--- config.mk ---
export PLATFORM = sky130hd
export DESIGN_NAME = pfrs_top
export DESIGN_NICKNAME = d
export VERILOG_FILES = /design/src/pfrs_latch_mem.v /design/src/pfrs_op_timer.v /design/src/pfrs_top.v
export VERILOG_INCLUDE_DIRS = /design/src /design/src/include
export SDC_FILE = /design/constraint.sdc
export NUM_CORES = 1
export LEC_CHECK = 0
export ABC_AREA = 1
export BUFFER_PORTS_ARGS = -buffer_cell sky130_fd_sc_hd__clkbuf_2
export CAP_MARGIN = 15
export CORE_ASPECT_RATIO = 1.25
export CORE_MARGIN = 2
export CORE_UTILIZATION = 40
export CTS_CLUSTER_DIAMETER = 200
export CTS_CLUSTER_SIZE = 16
export DETAILED_ROUTE_END_ITERATION = 8
export GPL_ROUTABILITY_DRIVEN = 0
export REMOVE_ABC_BUFFERS = 1
export SYNTH_ARGS = -nofsm -noshare
export SYNTH_HDL_FRONTEND = slang
export SYNTH_SLANG_ARGS = --single-unit
--- constraint.sdc ---
create_clock -name pclk -period 7 [get_ports pclk]
set_input_delay 0 -clock pclk [delete_from_list [all_inputs] [get_ports pclk]]
set_output_delay 0 -clock pclk [all_outputs]
set_load 0.01 [all_outputs]
--- src/include/pfrs_map.vh ---
// Register map, field positions and timing of the flash row sequencer.
`ifndef PFRS_MAP_VH
`define PFRS_MAP_VH
// Register indices; each byte address is four times its index.
`define PFRS_IDX_CTRL    16'h0760
`define PFRS_IDX_ADRL    16'h0762
`define PFRS_IDX_ADRH    16'h0764
`define PFRS_IDX_KEY     16'h0766
`define PFRS_IDX_TPAGE   16'h0770
`define PFRS_IDX_TOFF    16'h0772
`define PFRS_IDX_LATLO   16'h0774
`define PFRS_IDX_LATHI   16'h0776
// Byte addresses on the bus.
`define PFRS_ADDR_CTRL   16'h1d80
`define PFRS_ADDR_ADRL   16'h1d88
`define PFRS_ADDR_ADRH   16'h1d90
`define PFRS_ADDR_KEY    16'h1d98
`define PFRS_ADDR_TPAGE  16'h1dc0
`define PFRS_ADDR_TOFF   16'h1dc8
`define PFRS_ADDR_LATLO  16'h1dd0
`define PFRS_ADDR_LATHI  16'h1dd8
// Control register fields.
`define PFRS_CTRL_GO     15
`define PFRS_CTRL_PERMIT 14
`define PFRS_CTRL_FAULT  13
`define PFRS_CTRL_RSV8   8
`define PFRS_SEL_ERASE   6
`define PFRS_CTRL_RESET  16'h0000
`define PFRS_KEY_RESET   16'h0000
// Unlock key values.
`define PFRS_KEY_FIRST   8'h55
`define PFRS_KEY_SECOND  8'haa
// Row geometry and table pointer step.
`define PFRS_ROW_WORDS   32
`define PFRS_LAST_WORD   5'h1f
`define PFRS_TPTR_STEP   16'h0002
// Operation time and its cycle count.
`define PFRS_CLK_KHZ     200000
`define PFRS_OP_TIME_MS  2
`define PFRS_OP_CYCLES   (`PFRS_OP_TIME_MS * `PFRS_CLK_KHZ)
`endif

--- src/pfrs_latch_mem.v ---
// Row write latches: 32 words of 24 bits with registered read data.
`timescale 1ns/1ps
module pfrs_latch_mem (
    input  wire        clk,
    input  wire        rst_n,
    input  wire        wr_lo,
    input  wire        wr_hi,
    input  wire [4:0]  wr_idx,
    input  wire [15:0] wr_data,
    input  wire [4:0]  rd_idx,
    output reg  [23:0] rd_data
);
    // Latch storage; not reset, software loads it before use.
    reg [23:0] mem [0:31];

    // Low writes fill bits 15:0, high writes keep only the low byte.
    always @(posedge clk) begin
        if (wr_lo) begin
            mem[wr_idx][15:0] <= wr_data;
        end
        if (wr_hi) begin
            mem[wr_idx][23:16] <= wr_data[7:0];
        end
    end

    // Read data come out of a register, one cycle after the index.
    always @(posedge clk or negedge rst_n) begin
        if (!rst_n) begin
            rd_data <= 24'h000000;
        end else begin
            rd_data <= mem[rd_idx];
        end
    end
endmodule

--- src/pfrs_op_timer.v ---
// Cycle timer that measures one erase or program operation.
`timescale 1ns/1ps
module pfrs_op_timer (
    input  wire        clk,
    input  wire        rst_n,
    input  wire        start,
    input  wire [18:0] limit,
    output reg         done
);
    reg [18:0] cnt_r; // Cycles still to run.
    reg        run_r; // High while timing.

    // Done pulses exactly limit cycles after the start edge, for any nonzero limit.
    always @(posedge clk or negedge rst_n) begin
        if (!rst_n) begin
            cnt_r <= 19'h00000;
            run_r <= 1'b0;
            done  <= 1'b0;
        end else begin
            done <= 1'b0;
            if (start) begin
                cnt_r <= limit;
                run_r <= 1'b1;
            end else if (run_r) begin
                // A limit of zero still ends after one cycle.
                if (cnt_r <= 19'h00001) begin
                    run_r <= 1'b0;
                    done  <= 1'b1;
                end else begin
                    cnt_r <= cnt_r - 19'h00001;
                end
            end
        end
    end
endmodule

--- src/pfrs_top.v ---
// Program flash row sequencer with its APB register file.
//
// Our own choice: the APB interface to the registers.
`timescale 1ns/1ps
`include "pfrs_map.vh"

module pfrs_top #(
    parameter OP_CYCLES = `PFRS_OP_CYCLES
) (
    input  wire        pclk,
    input  wire        presetn,
    input  wire        psel,
    input  wire        penable,
    input  wire        pwrite,
    input  wire [15:0] paddr,
    input  wire [31:0] pwdata,
    output reg  [31:0] prdata,
    output reg         pready,
    output reg         pslverr,
    output reg         cpu_stall,
    output reg         flash_erase,
    output reg         flash_write,
    output reg  [17:0] flash_row,
    output reg  [4:0]  flash_word,
    output reg  [23:0] flash_data
);
    // One-hot sequencer states.
    localparam [3:0] ST_IDLE  = 4'b0001;
    localparam [3:0] ST_ERASE = 4'b0010;
    localparam [3:0] ST_LOAD  = 4'b0100;
    localparam [3:0] ST_PROG  = 4'b1000;

    // Timer limit cut to the counter width.
    localparam [31:0] OP_CYC32 = OP_CYCLES;
    wire [18:0]       op_limit = OP_CYC32[18:0];

    reg  [3:0]  state_r;    // Sequencer state.
    reg  [3:0]  state_nxt;  // Next sequencer state.
    reg         go_r;       // Operation in progress flag.
    reg         permit_r;   // Operations permitted.
    reg         fault_r;    // Refused start seen.
    reg         rsv8_r;     // Spare flag bit, stored only.
    reg  [6:0]  sel_r;      // Operation select field.
    reg  [15:0] adrl_r;     // Address bits 15:0.
    reg  [7:0]  adrh_r;     // Address bits 23:16.
    reg  [7:0]  tpage_r;    // Table page.
    reg  [15:0] toff_r;     // Table offset.
    reg         key1_r;     // First key seen on last write.
    reg         armed_r;    // Full key sequence seen.
    reg  [4:0]  cnt_r;      // Latch read index while loading.
    reg         strm_v_r;   // Latch data valid for output.
    reg  [4:0]  strm_w_r;   // Word index matching latch data.
    reg         tstart_r;   // Timer start pulse.
    reg  [31:0] rd_nxt;     // Read data for the access phase.
    reg         err_nxt;    // Unmapped address flag.

    wire        busy    = ~state_r[0];
    wire        setup   = psel & ~pready;
    wire        wr_fire = psel & penable & pready & pwrite;
    wire        op_done;
    wire [23:0] lat_q;
    wire        wr_ctrl = wr_fire & (paddr == `PFRS_ADDR_CTRL);
    wire        wr_key  = wr_fire & (paddr == `PFRS_ADDR_KEY);
    wire        wr_lo   = wr_fire & (paddr == `PFRS_ADDR_LATLO);
    wire        wr_hi   = wr_fire & (paddr == `PFRS_ADDR_LATHI);
    wire        want_go = pwdata[`PFRS_CTRL_GO];
    // Start only with a fresh unlock and permit set before this write.
    wire        start   = wr_ctrl & want_go & armed_r & permit_r &
                          ~go_r;
    wire        refuse  = wr_ctrl & want_go & ~start & ~go_r;
    wire        erase_s = sel_r[`PFRS_SEL_ERASE];

    // Write latches addressed by the table offset.
    pfrs_latch_mem u_lat (
        .clk     (pclk),
        .rst_n   (presetn),
        .wr_lo   (wr_lo),
        .wr_hi   (wr_hi),
        .wr_idx  (toff_r[5:1]),
        .wr_data (pwdata[15:0]),
        .rd_idx  (cnt_r),
        .rd_data (lat_q)
    );

    // Timer for the nominal operation length.
    pfrs_op_timer u_tmr (
        .clk   (pclk),
        .rst_n (presetn),
        .start (tstart_r),
        .limit (op_limit),
        .done  (op_done)
    );

    // Read mux; write-only and latch ports read as zero.
    always @* begin
        rd_nxt  = 32'h00000000;
        err_nxt = 1'b0;
        case (paddr)
            `PFRS_ADDR_CTRL: begin
                rd_nxt[15:0] = {go_r, permit_r, fault_r, 4'h0,
                                rsv8_r, 1'b0, sel_r};
            end
            `PFRS_ADDR_ADRL: begin
                rd_nxt[15:0] = adrl_r;
            end
            `PFRS_ADDR_ADRH: begin
                rd_nxt[7:0] = adrh_r;
            end
            `PFRS_ADDR_TPAGE: begin
                rd_nxt[7:0] = tpage_r;
            end
            `PFRS_ADDR_TOFF: begin
                rd_nxt[15:0] = toff_r;
            end
            `PFRS_ADDR_KEY, `PFRS_ADDR_LATLO, `PFRS_ADDR_LATHI: begin
                rd_nxt = 32'h00000000;
            end
            default: begin
                err_nxt = 1'b1;
            end
        endcase
    end

    // Bus answer. A setup phase during an operation waits with pready
    // low, which keeps the core stalled on the bus as well.
    always @(posedge pclk or negedge presetn) begin
        if (!presetn) begin
            pready  <= 1'b0;
            prdata  <= 32'h00000000;
            pslverr <= 1'b0;
        end else begin
            pready  <= setup & ~busy;
            pslverr <= setup & ~busy & err_nxt;
            if (setup & ~busy & ~pwrite) begin
                prdata <= rd_nxt;
            end
        end
    end

    // Control register. Software can set go but never clear it.
    always @(posedge pclk or negedge presetn) begin
        if (!presetn) begin
            go_r     <= 1'b0;
            permit_r <= 1'b0;
            fault_r  <= 1'b0;
            rsv8_r   <= 1'b0;
            sel_r    <= 7'h00;
        end else begin
            if (wr_ctrl) begin
                permit_r <= pwdata[`PFRS_CTRL_PERMIT];
                rsv8_r   <= pwdata[`PFRS_CTRL_RSV8];
                sel_r    <= pwdata[6:0];
                fault_r  <= pwdata[`PFRS_CTRL_FAULT];
            end
            // A refused start sets the fault bit over any clear.
            if (refuse) begin
                fault_r <= 1'b1;
            end
            if (start) begin
                go_r <= 1'b1;
            end else if (op_done) begin
                go_r <= 1'b0;
            end
        end
    end

    // Unlock tracking; any write to another register breaks the key chain.
    always @(posedge pclk or negedge presetn) begin
        if (!presetn) begin
            key1_r  <= 1'b0;
            armed_r <= 1'b0;
        end else if (wr_key) begin
            key1_r  <= (pwdata[7:0] == `PFRS_KEY_FIRST);
            armed_r <= key1_r &
                       (pwdata[7:0] == `PFRS_KEY_SECOND);
        end else if (wr_fire) begin
            // Control writes use the arm once; others discard it.
            key1_r  <= 1'b0;
            armed_r <= 1'b0;
        end else if (op_done) begin
            armed_r <= 1'b0;
        end
    end

    // Address registers and table pointer.
    always @(posedge pclk or negedge presetn) begin
        if (!presetn) begin
            adrl_r  <= 16'h0000;
            adrh_r  <= 8'h00;
            tpage_r <= 8'h00;
            toff_r  <= 16'h0000;
        end else begin
            if (wr_fire & (paddr == `PFRS_ADDR_ADRL)) begin
                adrl_r <= pwdata[15:0];
            end
            if (wr_fire & (paddr == `PFRS_ADDR_ADRH)) begin
                adrh_r <= pwdata[7:0];
            end
            if (wr_fire & (paddr == `PFRS_ADDR_TPAGE)) begin
                tpage_r <= pwdata[7:0];
            end
            if (wr_fire & (paddr == `PFRS_ADDR_TOFF)) begin
                toff_r <= pwdata[15:0];
            end
            // A table write records its effective address.
            if (wr_lo | wr_hi) begin
                adrl_r <= toff_r;
                adrh_r <= tpage_r;
            end
            // The high write closes a word and steps the pointer.
            if (wr_hi) begin
                toff_r <= toff_r + `PFRS_TPTR_STEP;
            end
        end
    end

    // Next state of the sequencer.
    always @* begin
        state_nxt = state_r;
        case (state_r)
            ST_IDLE: begin
                if (start & erase_s) begin
                    state_nxt = ST_ERASE;
                end else if (start) begin
                    state_nxt = ST_LOAD;
                end
            end
            ST_ERASE: begin
                if (op_done) begin
                    state_nxt = ST_IDLE;
                end
            end
            ST_LOAD: begin
                if (cnt_r == `PFRS_LAST_WORD) begin
                    state_nxt = ST_PROG;
                end
            end
            ST_PROG: begin
                if (op_done) begin
                    state_nxt = ST_IDLE;
                end
            end
            default: begin
                state_nxt = ST_IDLE;
            end
        endcase
    end

    // Sequencer registers, timer start and stall output.
    always @(posedge pclk or negedge presetn) begin
        if (!presetn) begin
            state_r   <= ST_IDLE;
            cnt_r     <= 5'h00;
            tstart_r  <= 1'b0;
            cpu_stall <= 1'b0;
        end else begin
            state_r   <= state_nxt;
            cpu_stall <= ~state_nxt[0];
            // Erase times from its start; program after the stream.
            tstart_r  <= (start & erase_s) |
                         (state_r[2] & state_nxt[3]);
            if (state_r[2]) begin
                cnt_r <= cnt_r + 5'h01;
            end else begin
                cnt_r <= 5'h00;
            end
        end
    end

    // Flash array strobes. The row is fixed at the start.
    always @(posedge pclk or negedge presetn) begin
        if (!presetn) begin
            strm_v_r    <= 1'b0;
            strm_w_r    <= 5'h00;
            flash_erase <= 1'b0;
            flash_write <= 1'b0;
            flash_row   <= 18'h00000;
            flash_word  <= 5'h00;
            flash_data  <= 24'h000000;
        end else begin
            strm_v_r    <= state_r[2];
            strm_w_r    <= cnt_r;
            flash_erase <= start & erase_s;
            flash_write <= strm_v_r;
            if (start) begin
                flash_row <= {adrh_r, adrl_r[15:6]};
            end
            if (strm_v_r) begin
                flash_word <= strm_w_r;
                flash_data <= lat_q;
            end
        end
    end
endmodule
Word-level counts from Yosys, hierarchy flattened:

Memories as Yosys holds them, arrays and structs flattened. A register that Yosys moved wholly into a read port is not among the register bits.
Cells that the tools add are included.

* flip-flop bits (word level): 166
* bits in writable memories: 768
* bits of input ports: 53
* output and inout port bits: 84
* logic and storage cells: 133
* memories: 1

Memories
* u_lat.mem: words 32, width 24, rd ports 1, clocked after Yosys merged registers in 1, wr ports 1, line pfrs_latch_mem.v:14 `reg [23:0] mem [0:31];`

* add/sub/neg operators: 3
* $lt $le $gt $ge: 1
* equal/unequal tests: 19
* multiplexer cells: 36
* bitwise gates (word level): 31
* reductions and logical operators: 13

Operators by type and width (number)
* 16-bit by 13-bit equality test with 1-bit output, second input constant: 8
* 16-bit 2-to-1 mux: 4
* 19-bit 2-to-1 mux: 3
* 8-bit one-hot mux with 5 select lines: 1
* 1-bit AND: 24
* 8-bit one-hot mux with 3 select lines: 1
* 19-bit by 1-bit less-or-equal comparator with 1-bit output, second input constant: 1
* 1-bit 2-to-1 mux: 19
* 19-bit by 1-bit subtractor with 19-bit output, second input constant: 1
* 16-bit by 2-bit adder with 16-bit output, second input constant: 1
* 4-bit 2-to-1 mux: 4
* 8-bit 2-to-1 mux: 2
* 2-bit nonzero test: 7
* 4-bit one-hot mux with 3 select lines: 1
* 8-bit by 7-bit equality test with 1-bit output, second input constant: 1
* 8-bit equality test, second input constant: 1
* 8-bit OR reduction: 1
* 5-bit by 1-bit adder with 5-bit output, second input constant: 1
* 5-bit equality test, second input constant: 1
* 5-bit 2-to-1 mux: 1
* 1-bit NOT: 5
* 4-bit by 1-bit equality test with 1-bit output, second input constant: 1
* 4-bit by 2-bit equality test with 1-bit output, second input constant: 1
* 4-bit by 3-bit equality test with 1-bit output, second input constant: 1
* 10 further kinds: 12

Depth between registers and ports, before layout:

Gate-level depths: netlist (run 1).

* depth after elaboration: 13
* mapped depth: 12

By module:

Synthesis (run 1) repeated with hierarchy kept, for this count alone.

* cell total of the unflattened synthesis: 3860
* area, all modules: 41091.9 sq um

Modules (own cells, without submodules)
* pfrs_latch_mem: times used 1, cells each 2729, area an instance 32144.6 sq um
* pfrs_top: times used 1, cells each 882, area an instance 7388.3 sq um
* pfrs_op_timer: times used 1, cells each 249, area an instance 1559.0 sq um

Worst setup path after synthesis (run 1):

No wires, ideal clock.

* path type: reg2reg
* start: register pready
* end: memory u_lat.mem[10][0], enable pin
* arrival time: 1.880 ns
* setup slack: 4.732 ns
* stages on the path, launching flop included: 7
* buffers on the path: 2
* period minus slack after synthesis: 2.268 ns
* cell sequence: dfrtp_1 -> nand3_2 -> nor2_4 -> buf_8 -> nand3_2 -> clkbuf_1 -> nor2_1

* word-level cells in the longest chain between the ends: 5

RTL lines
* start, declared: line pfrs_top.v:18 `output reg pready,`
* start signal, assigned: line pfrs_top.v:132 `pready <= setup & ~busy;`
* 1-bit AND (2 in a row): line pfrs_top.v:59 `wire wr_fire = psel & penable & pready & pwrite;`
* 1-bit AND: line pfrs_top.v:64 `` wire wr_lo = wr_fire & (paddr == `PFRS_ADDR_LATLO); ``
* 1-bit 2-to-1 mux: line pfrs_latch_mem.v:18 `if (wr_lo) begin`
* 1-bit 2-to-1 mux (implied by the code): line pfrs_latch_mem.v:19 `mem[wr_idx][15:0] <= wr_data;`
* end, declared: line pfrs_latch_mem.v:14

No other way between the ends.

==> out/metrics.yaml, run 1 <==
setup_path:
  end_kind: "flop"
  cp.arrival_ps: 4000
  cp_slowest_cell: "buf_4"
  cpPeakStageDelay_ps: 800
  cp_num_buf_inv: 2
  start_kind: "flop"
  required_ps: 7470
  cp_top_family: "buffers and inverters"
  critPathMaxFanout: 72
  crit_chain: "inv_2 > nand2_4 > buf_4 > o21ai_0 > nor2_1 > nand2_1 > nand3_1 > nand2_1"
  worstSetupPathType: "reg2reg"
  worst_path_most_repeated_cell: "nand2_1"
die:
  core_mm2: 0.0988
  rows: 129
  dieArea_mm2: 0.102
  io-pin-count: 137
  die_w_um: 286
  start_util_pct: 40.3
  die_h_um: 357
run:
  maxCapViolCount: 0
logic_synthesis:
  postSynthAreaPerCell_um2: 11.3
  synth_ff_type: "edfxtp_1"
  yosysUniqueCellTypes: 48
  syn_area_mm2: 0.0398
  synth_edf_count: 768
  syn_inst: 3527
  ys_warn_count: 0
  ys_ff_latch: 958
  async_reset_ff_share_pct: 19.8
  yosysSeqAreaShare_pct: 69.9
timing:
  skew_ps: 25.6
  slew_violations: 0
  rsz0062_at_grt: "false"
  setup_violations: 0
  worst_slew_pin_slew_ps: 1060
  tns_ps: 0
  fin_crit_ps: 3530
  period_share_pct: 50.4
  fmax_mhz: 283
  finalHoldViolCount: 0
  slew_headroom_pct: 29.1
  holdWs_ps: 36.1
route:
  final_antenna_net_count: 0
  detail_route.wirelength_mm: 98.4
  vias: 25800
  drt-initial-drc-count: 2125
  route.detailed.drc: 0
  wl_per_cell_um: 19.9
  vias_per_cell: 5.22
  dr.pass1.iters: 5
final_layout:
  final_common_cell: "nand2_1"
  mostFrequentLayoutCells: "nand2_1 (868), edfxtp_1 (768), nor2_1 (450)"
  final_util_pct: 44.3
  final_nets: 3646
  instances_no_fill: 4947
  final_area_mm2: 0.0437
  area_growth_pct: 9.83
  layout-drive-gt1-share_pct: 9.10
power_and_ir_drop:
  powerDensity_mw_per_mm2: 232
  ir_worst_vdd_v: 0.000196
  power_frac_clock_pct: 37.8
  internal-power_mw: 8.05
  power.switching_mw: 2.08
  sequentialPowerShare_pct: 60.7
  p_leak_nw: 16.2
  pwr-share-comb_pct: 1.5
  switching_share_pct: 20.5
clocking:
  cts_sinks: 958
  clkTransAtPathRegs_ps: 80
  cts.repair.resized: 0
  cts_max_path_buffers: 3
  root_buffer: "clkbuf_16"
  cts_buffers: 69
  worstSkewPairLatency_ps: 640
  cts_tree: "yes"
  htree_num_levels: 3
min_path:
  hp-class: "in2reg"
placed_design:
  portBuffers: 104
  placed_cells: 4802
  dp_hpwl_mm: 56.3
  postPlaceCellArea_mm2: 0.0415
outcome:
  status: "completed"
global_route:
  grt_antenna_before_repair: 0
  grt_pass1_vias: 25200
  grt_overflow: 0
  grt_pass1_wl_mm: 151
  grt_max_degree: 191
  grt_usage_pct: 19.1
[cells in the mapped netlist (2+ instances only)]
| library cell | n | area [um2] |
|---|---|---|
| inv_1 | 91 | 342 |
| nor2_2 | 8 | 50.1 |
| nand3_2 | 5 | 50.1 |
| clkbuf_2 | 4 | 20.0 |
| inv_2 | 9 | 33.8 |
| xor2_1 | 13 | 114 |
| o21ai_0 | 332 | 1660 |
| clkbuf_1 | 98 | 368 |
| edfxtp_1 | 768 | 23100 |
| nand2_1 | 870 | 3270 |
| buf_4 | 43 | 323 |
| a21boi_0 | 96 | 721 |
| o31ai_1 | 2 | 15.0 |
| buf_1 | 5 | 18.8 |
| xnor2_1 | 4 | 35.0 |
| nor3_4 | 2 | 32.5 |
| nor2_1 | 450 | 1690 |
| nand4_1 | 11 | 68.8 |
| o22ai_1 | 101 | 632 |
| o21ai_1 | 15 | 75.1 |
| nand2_4 | 2 | 22.5 |
| nor3_2 | 2 | 20.0 |
| ha_1 | 8 | 100 |
| nand2_2 | 13 | 81.3 |
| buf_6 | 5 | 56.3 |
| nor4_1 | 2 | 12.5 |
| mux2_2 | 29 | 327 |
| a21oi_1 | 98 | 490 |
| buf_2 | 55 | 275 |
| nor3_1 | 10 | 50.1 |
| dfrtp_1 | 189 | 4730 |
| o21ai_2 | 6 | 52.6 |
| nor2_4 | 3 | 33.8 |
| nand3_1 | 164 | 821 |
[flip-flops by register name (all words and copies together), names as in the netlist, 16 cells and up]
register       cells
u_tmr.cnt_r       19
u_lat.rd_data     24
adrl_r            16
flash_row         18
prdata            16
toff_r            16
u_lat.mem        768
flash_data        24
[path summary, 6_finish.rpt]
check                           cells past startpoint  slack (ps)                end        startpoint
worst max register to register                      8        3470  u_lat.rd_data[21]          cnt_r[1]
worst min-delay path                                2          40  u_lat.mem[19][19]         pwdata[3]
min in group asynchronous                           3         500         state_r[0]           presetn
worst max-delay path                                8        3470  u_lat.rd_data[21]          cnt_r[1]
worst min register to register                      1         470      flash_data[1]  u_lat.rd_data[1]
max in group asynchronous                           4        5640          adrl_r[9]           presetn
[cells by family after synthesis]
family	Yosys count	synth area share [%]
compound gates	654	9.24
xor+xnor	17	0.374
fa+ha+maj	8	0.252
buf+inv	313	3.67
flops	958	69.9
mux	29	0.821
other cells	1	0.00942
simple gates	1547	15.7
[through the flow]
step / setup WS [ps] / power [mW]
finish: 3470 / 10.1
global route: 3220 / 10.4
CTS: 3410 / 10.2
detailed placement: 3400 / 6.42
global placement: 3410 / 6.42
floorplan: -5840 / 6.30
[layer usage]
layer	vias to the layer above	share of wire [%]	GRT usage, %
li1	12300	-	-
met1	12700	42	24.1
met2	686	51	34.2
met3	146	4.8	2.40
met4	0	2.5	5.99
met5	-	0	0
[power groups by stage]
stage	clock network (mW)	registers, mW	logic, mW
after CTS	3.92	6.15	0.158
final	3.83	6.15	0.155
after global routing	4.10	6.15	0.174
after global placement	0	6.28	0.145
after floorplan	0	6.28	0.0215
after detailed placement	0	6.28	0.148
[area by class of cell]
type / count / area, um2
tap: 1310 / 1640
timing repair buffer: 183 / 1250
antenna: 1 / 2.50
clock buffer: 114 / 1900
clock inverter: 8 / 106
multi-input combinational: 2271 / 10600
sequential: 958 / 27800
inverter: 102 / 394
fill: 9176 / 55100
[what timing repair did]
| action | 4_1_cts | 5_1_grt |
|---|---|---|
| hold buffers | 21 | 0 |
| endpoints found under the setup margin | 0 | 0 |
| endpoints found under the hold margin | 139 | 0 |
| setup buffers | 0 | 0 |
(Power assumes the default switching activity.)
==> run 2: changes to the inputs <==
==> constraint.sdc (replaced) <==
create_clock -name pclk -period 3.45 [get_ports pclk]
set_input_delay 0 -clock pclk [delete_from_list [all_inputs] [get_ports pclk]]
set_output_delay 0 -clock pclk [all_outputs]
set_load 0.01 [all_outputs]
==> out/metrics.yaml, run 2 (synthesized netlist as in run 1, its figures left out) <==
placed_design:
  pre_cts_ws_ps: 994  # was 3400 ps
  portBuffers: 104  # unchanged
  dp_hpwl_mm: 63.7  # was 56.3 mm
final_layout:
  area_growth_pct: 11.3  # was 9.83%
  mostFrequentLayoutCells: "nand2_1 (868), edfxtp_1 (768), nor2_1 (450)"  # unchanged
  nFillCells: 9132  # was 9,176
  largest_reg_flops: 768  # unchanged
  final_common_cell: "nand2_1"  # unchanged
  top_regs: "u_lat.mem (768), flash_data (24), u_lat.rd_data (24)"  # unchanged
  regMostFlops: "u_lat.mem"  # unchanged
  final_util_pct: 44.8  # was 44.3%
  layout-drive-gt1-share_pct: 10.5  # was 9.10%
  seqCellArea_mm2: 0.0278  # unchanged
  final_nets: 3713  # was 3,646
  multi_input_area_mm2: 0.0106  # about the same
clocking:
  hold_buffers: 26  # was 21
  cts.repair.resized: 0  # unchanged
  cts_sinks: 958  # unchanged
  root_buffer: "clkbuf_16"  # unchanged
  cts_buffers: 69  # unchanged
  worstSkewPairLatency_ps: 650  # was 640 ps
  clkTransAtPathRegs_ps: 80  # about the same
  htree_num_levels: 3  # unchanged
  cts_max_path_buffers: 3  # unchanged
  cts_tree: "yes"  # unchanged
  post_cts_buffers: 0  # unchanged
die:
  core_mm2: 0.0988  # unchanged
  die_h_um: 357  # unchanged
  io-pin-count: 137  # unchanged
  dieArea_mm2: 0.102  # unchanged
  die_w_um: 286  # unchanged
  rows: 129  # unchanged
  start_util_pct: 40.3  # unchanged
route:
  vias_per_cell: 5.23  # was 5.22
  vias: 26200  # was 25,800
  dr.pass1.iters: 5  # unchanged
  wl_per_cell_um: 20.7  # was 19.9 um
  route.detailed.drc: 0  # unchanged
  drt-initial-drc-count: 2542  # was 2,125
  detail_route.wirelength_mm: 104  # was 98.4 mm
  final_antenna_net_count: 0  # unchanged
global_route:
  grt_usage_pct: 20.2  # was 19.1%
  grt_pass1_vias: 25400  # was 25,200
  grt_max_degree: 127  # was 191
  grt_overflow: 0  # unchanged
  grt_antenna_before_repair: 0  # unchanged
  grt_pass1_wl_mm: 158  # was 151 mm
setup_path:
  end_kind: "flop"  # unchanged
  reg2reg_to: "adrl_r[3]"  # was u_lat.rd_data[21]
  cp_num_buf_inv: 2  # unchanged
  cp.arrival_ps: 3520  # was 4000 ps
  r2r_start: "pready"  # was cnt_r[1]
  required_ps: 4040  # was 7470 ps
  cp.depth: 7  # was 8
  start_kind: "flop"  # unchanged
  cpPeakStageDelay_ps: 830  # was 800 ps
  reg2reg_depth: 7  # was 8
  worstSetupPathType: "reg2reg"  # unchanged
  rrSetupSlack_ps: 520  # was 3470 ps
  critPathMaxFanout: 11  # was 72
  cp_slowest_cell: "nor3_2"  # was buf_4
  cp_top_family: "simple AND/OR/NAND/NOR gates"  # was buffers and inverters
  crit_chain: "nand3_2 > nor2_4 > dlygate4sd3_1 > inv_4 > nor3_2 > nand2_1 > nand3_1"  # was inv_2 > nand2_4 > buf_4 > o21ai_0 > nor2_1 > nand2_1 > nand3_1 > nand2_1
timing:
  setup_violations: 0  # unchanged
  rsz0062_at_grt: "false"  # unchanged
  slew_violations: 0  # unchanged
  slew_headroom_pct: 29.8  # was 29.1%
  worst_slew_pin_slew_ps: 1050  # was 1060 ps
  skew_ps: 32.5  # was 25.6 ps
  period_share_pct: 85.0  # was 50.4%
  finalHoldViolCount: 0  # unchanged
  fin_crit_ps: 2930  # was 3530 ps
  fmax_mhz: 341  # was 283 MHz
  setup_slack_ps: 516  # was 3470 ps
power_and_ir_drop:
  p_leak_nw: 16.6  # was 16.2 nW
  ir_worst_vdd_v: 0.000297  # was 0.000196 V
  powerDensity_mw_per_mm2: 464  # was 232 mW/mm2
min_path:
  hp-class: "in2async"  # was in2reg
run:
  maxCapViolCount: 0  # unchanged
outcome:
  status: "completed"  # unchanged
run 2: changes by cell type in the layout (fill, tap and decap cells not counted):
cell           before  now
inv_16              1    0
nor3_1              9   10
nor3_2              3    2
inv_6               2    4
buf_16              2    0
dlygate4sd3_1      20   26
clkinv_8            4    1
clkbuf_16          69   70
buf_12              3   13
buf_4              54  107
clkbuf_1           45   44
run 2: final cells by class:
cell class	count	share of cell area, %
diodes	1	0.00565
clock buffers	114	4.33
clock inverters	6	0.124
inverters	102	0.890
multi-input cells	2271	23.9
flip-flops and latches	958	62.8
well taps	1310	3.70
repair buffers	250	4.19
run 2: worst reg2reg max path: cells and delay by family (launching register included):
kind                   cells  cell delay, ps
DFF                        1             390
and+or+nand+nor            5            1550
buffers and inverters      2             940
run 2: metal layers:
metal	vias to the layer above	GRT usage, %	wire length (um)
met3	113	2.62	5730
met4	0	5.63	2280
met2	751	35.2	52200
met5	-	0	0
li1	12400	-	-
met1	12900	26.4	43700
run 2: worst max path at each step:
stage               startpoint           endpoint  slack [ps]
floorplan             cnt_r[0]   u_lat.rd_data[0]       -9390
global placement      cnt_r[0]  u_lat.rd_data[21]         990
detailed placement    cnt_r[0]  u_lat.rd_data[13]         990
CTS                     pready          toff_r[5]         560
global route            pready          toff_r[5]         360
finish                  pready          adrl_r[3]         520
run 2: where the power goes:
part / switching, mW / total [mW] / internal [mW]
logic: 0.299 / 0.359 / 0.0610
registers: 0.00106 / 12.5 / 12.5
clock network: 3.89 / 7.71 / 3.82
total: 4.19 / 20.5 / 16.4
run 2: metrics by stage:
step | area [um2] | hold WS, ps | total power, mW | setup TNS [ps] | instances
finish | 44300 | 7.93 | 20.5 | 0 | 5012
global route | 44300 | 43.2 | 21.1 | 0 | 5011
CTS | 44300 | 11.3 | 20.7 | 0 | 5011
detailed placement | 42000 | 165 | 13.1 | 0 | 4865
global placement | 42000 | 172 | 13.1 | 0 | 4865
floorplan | 38800 | -296 | 12.8 | -263360 | 3331
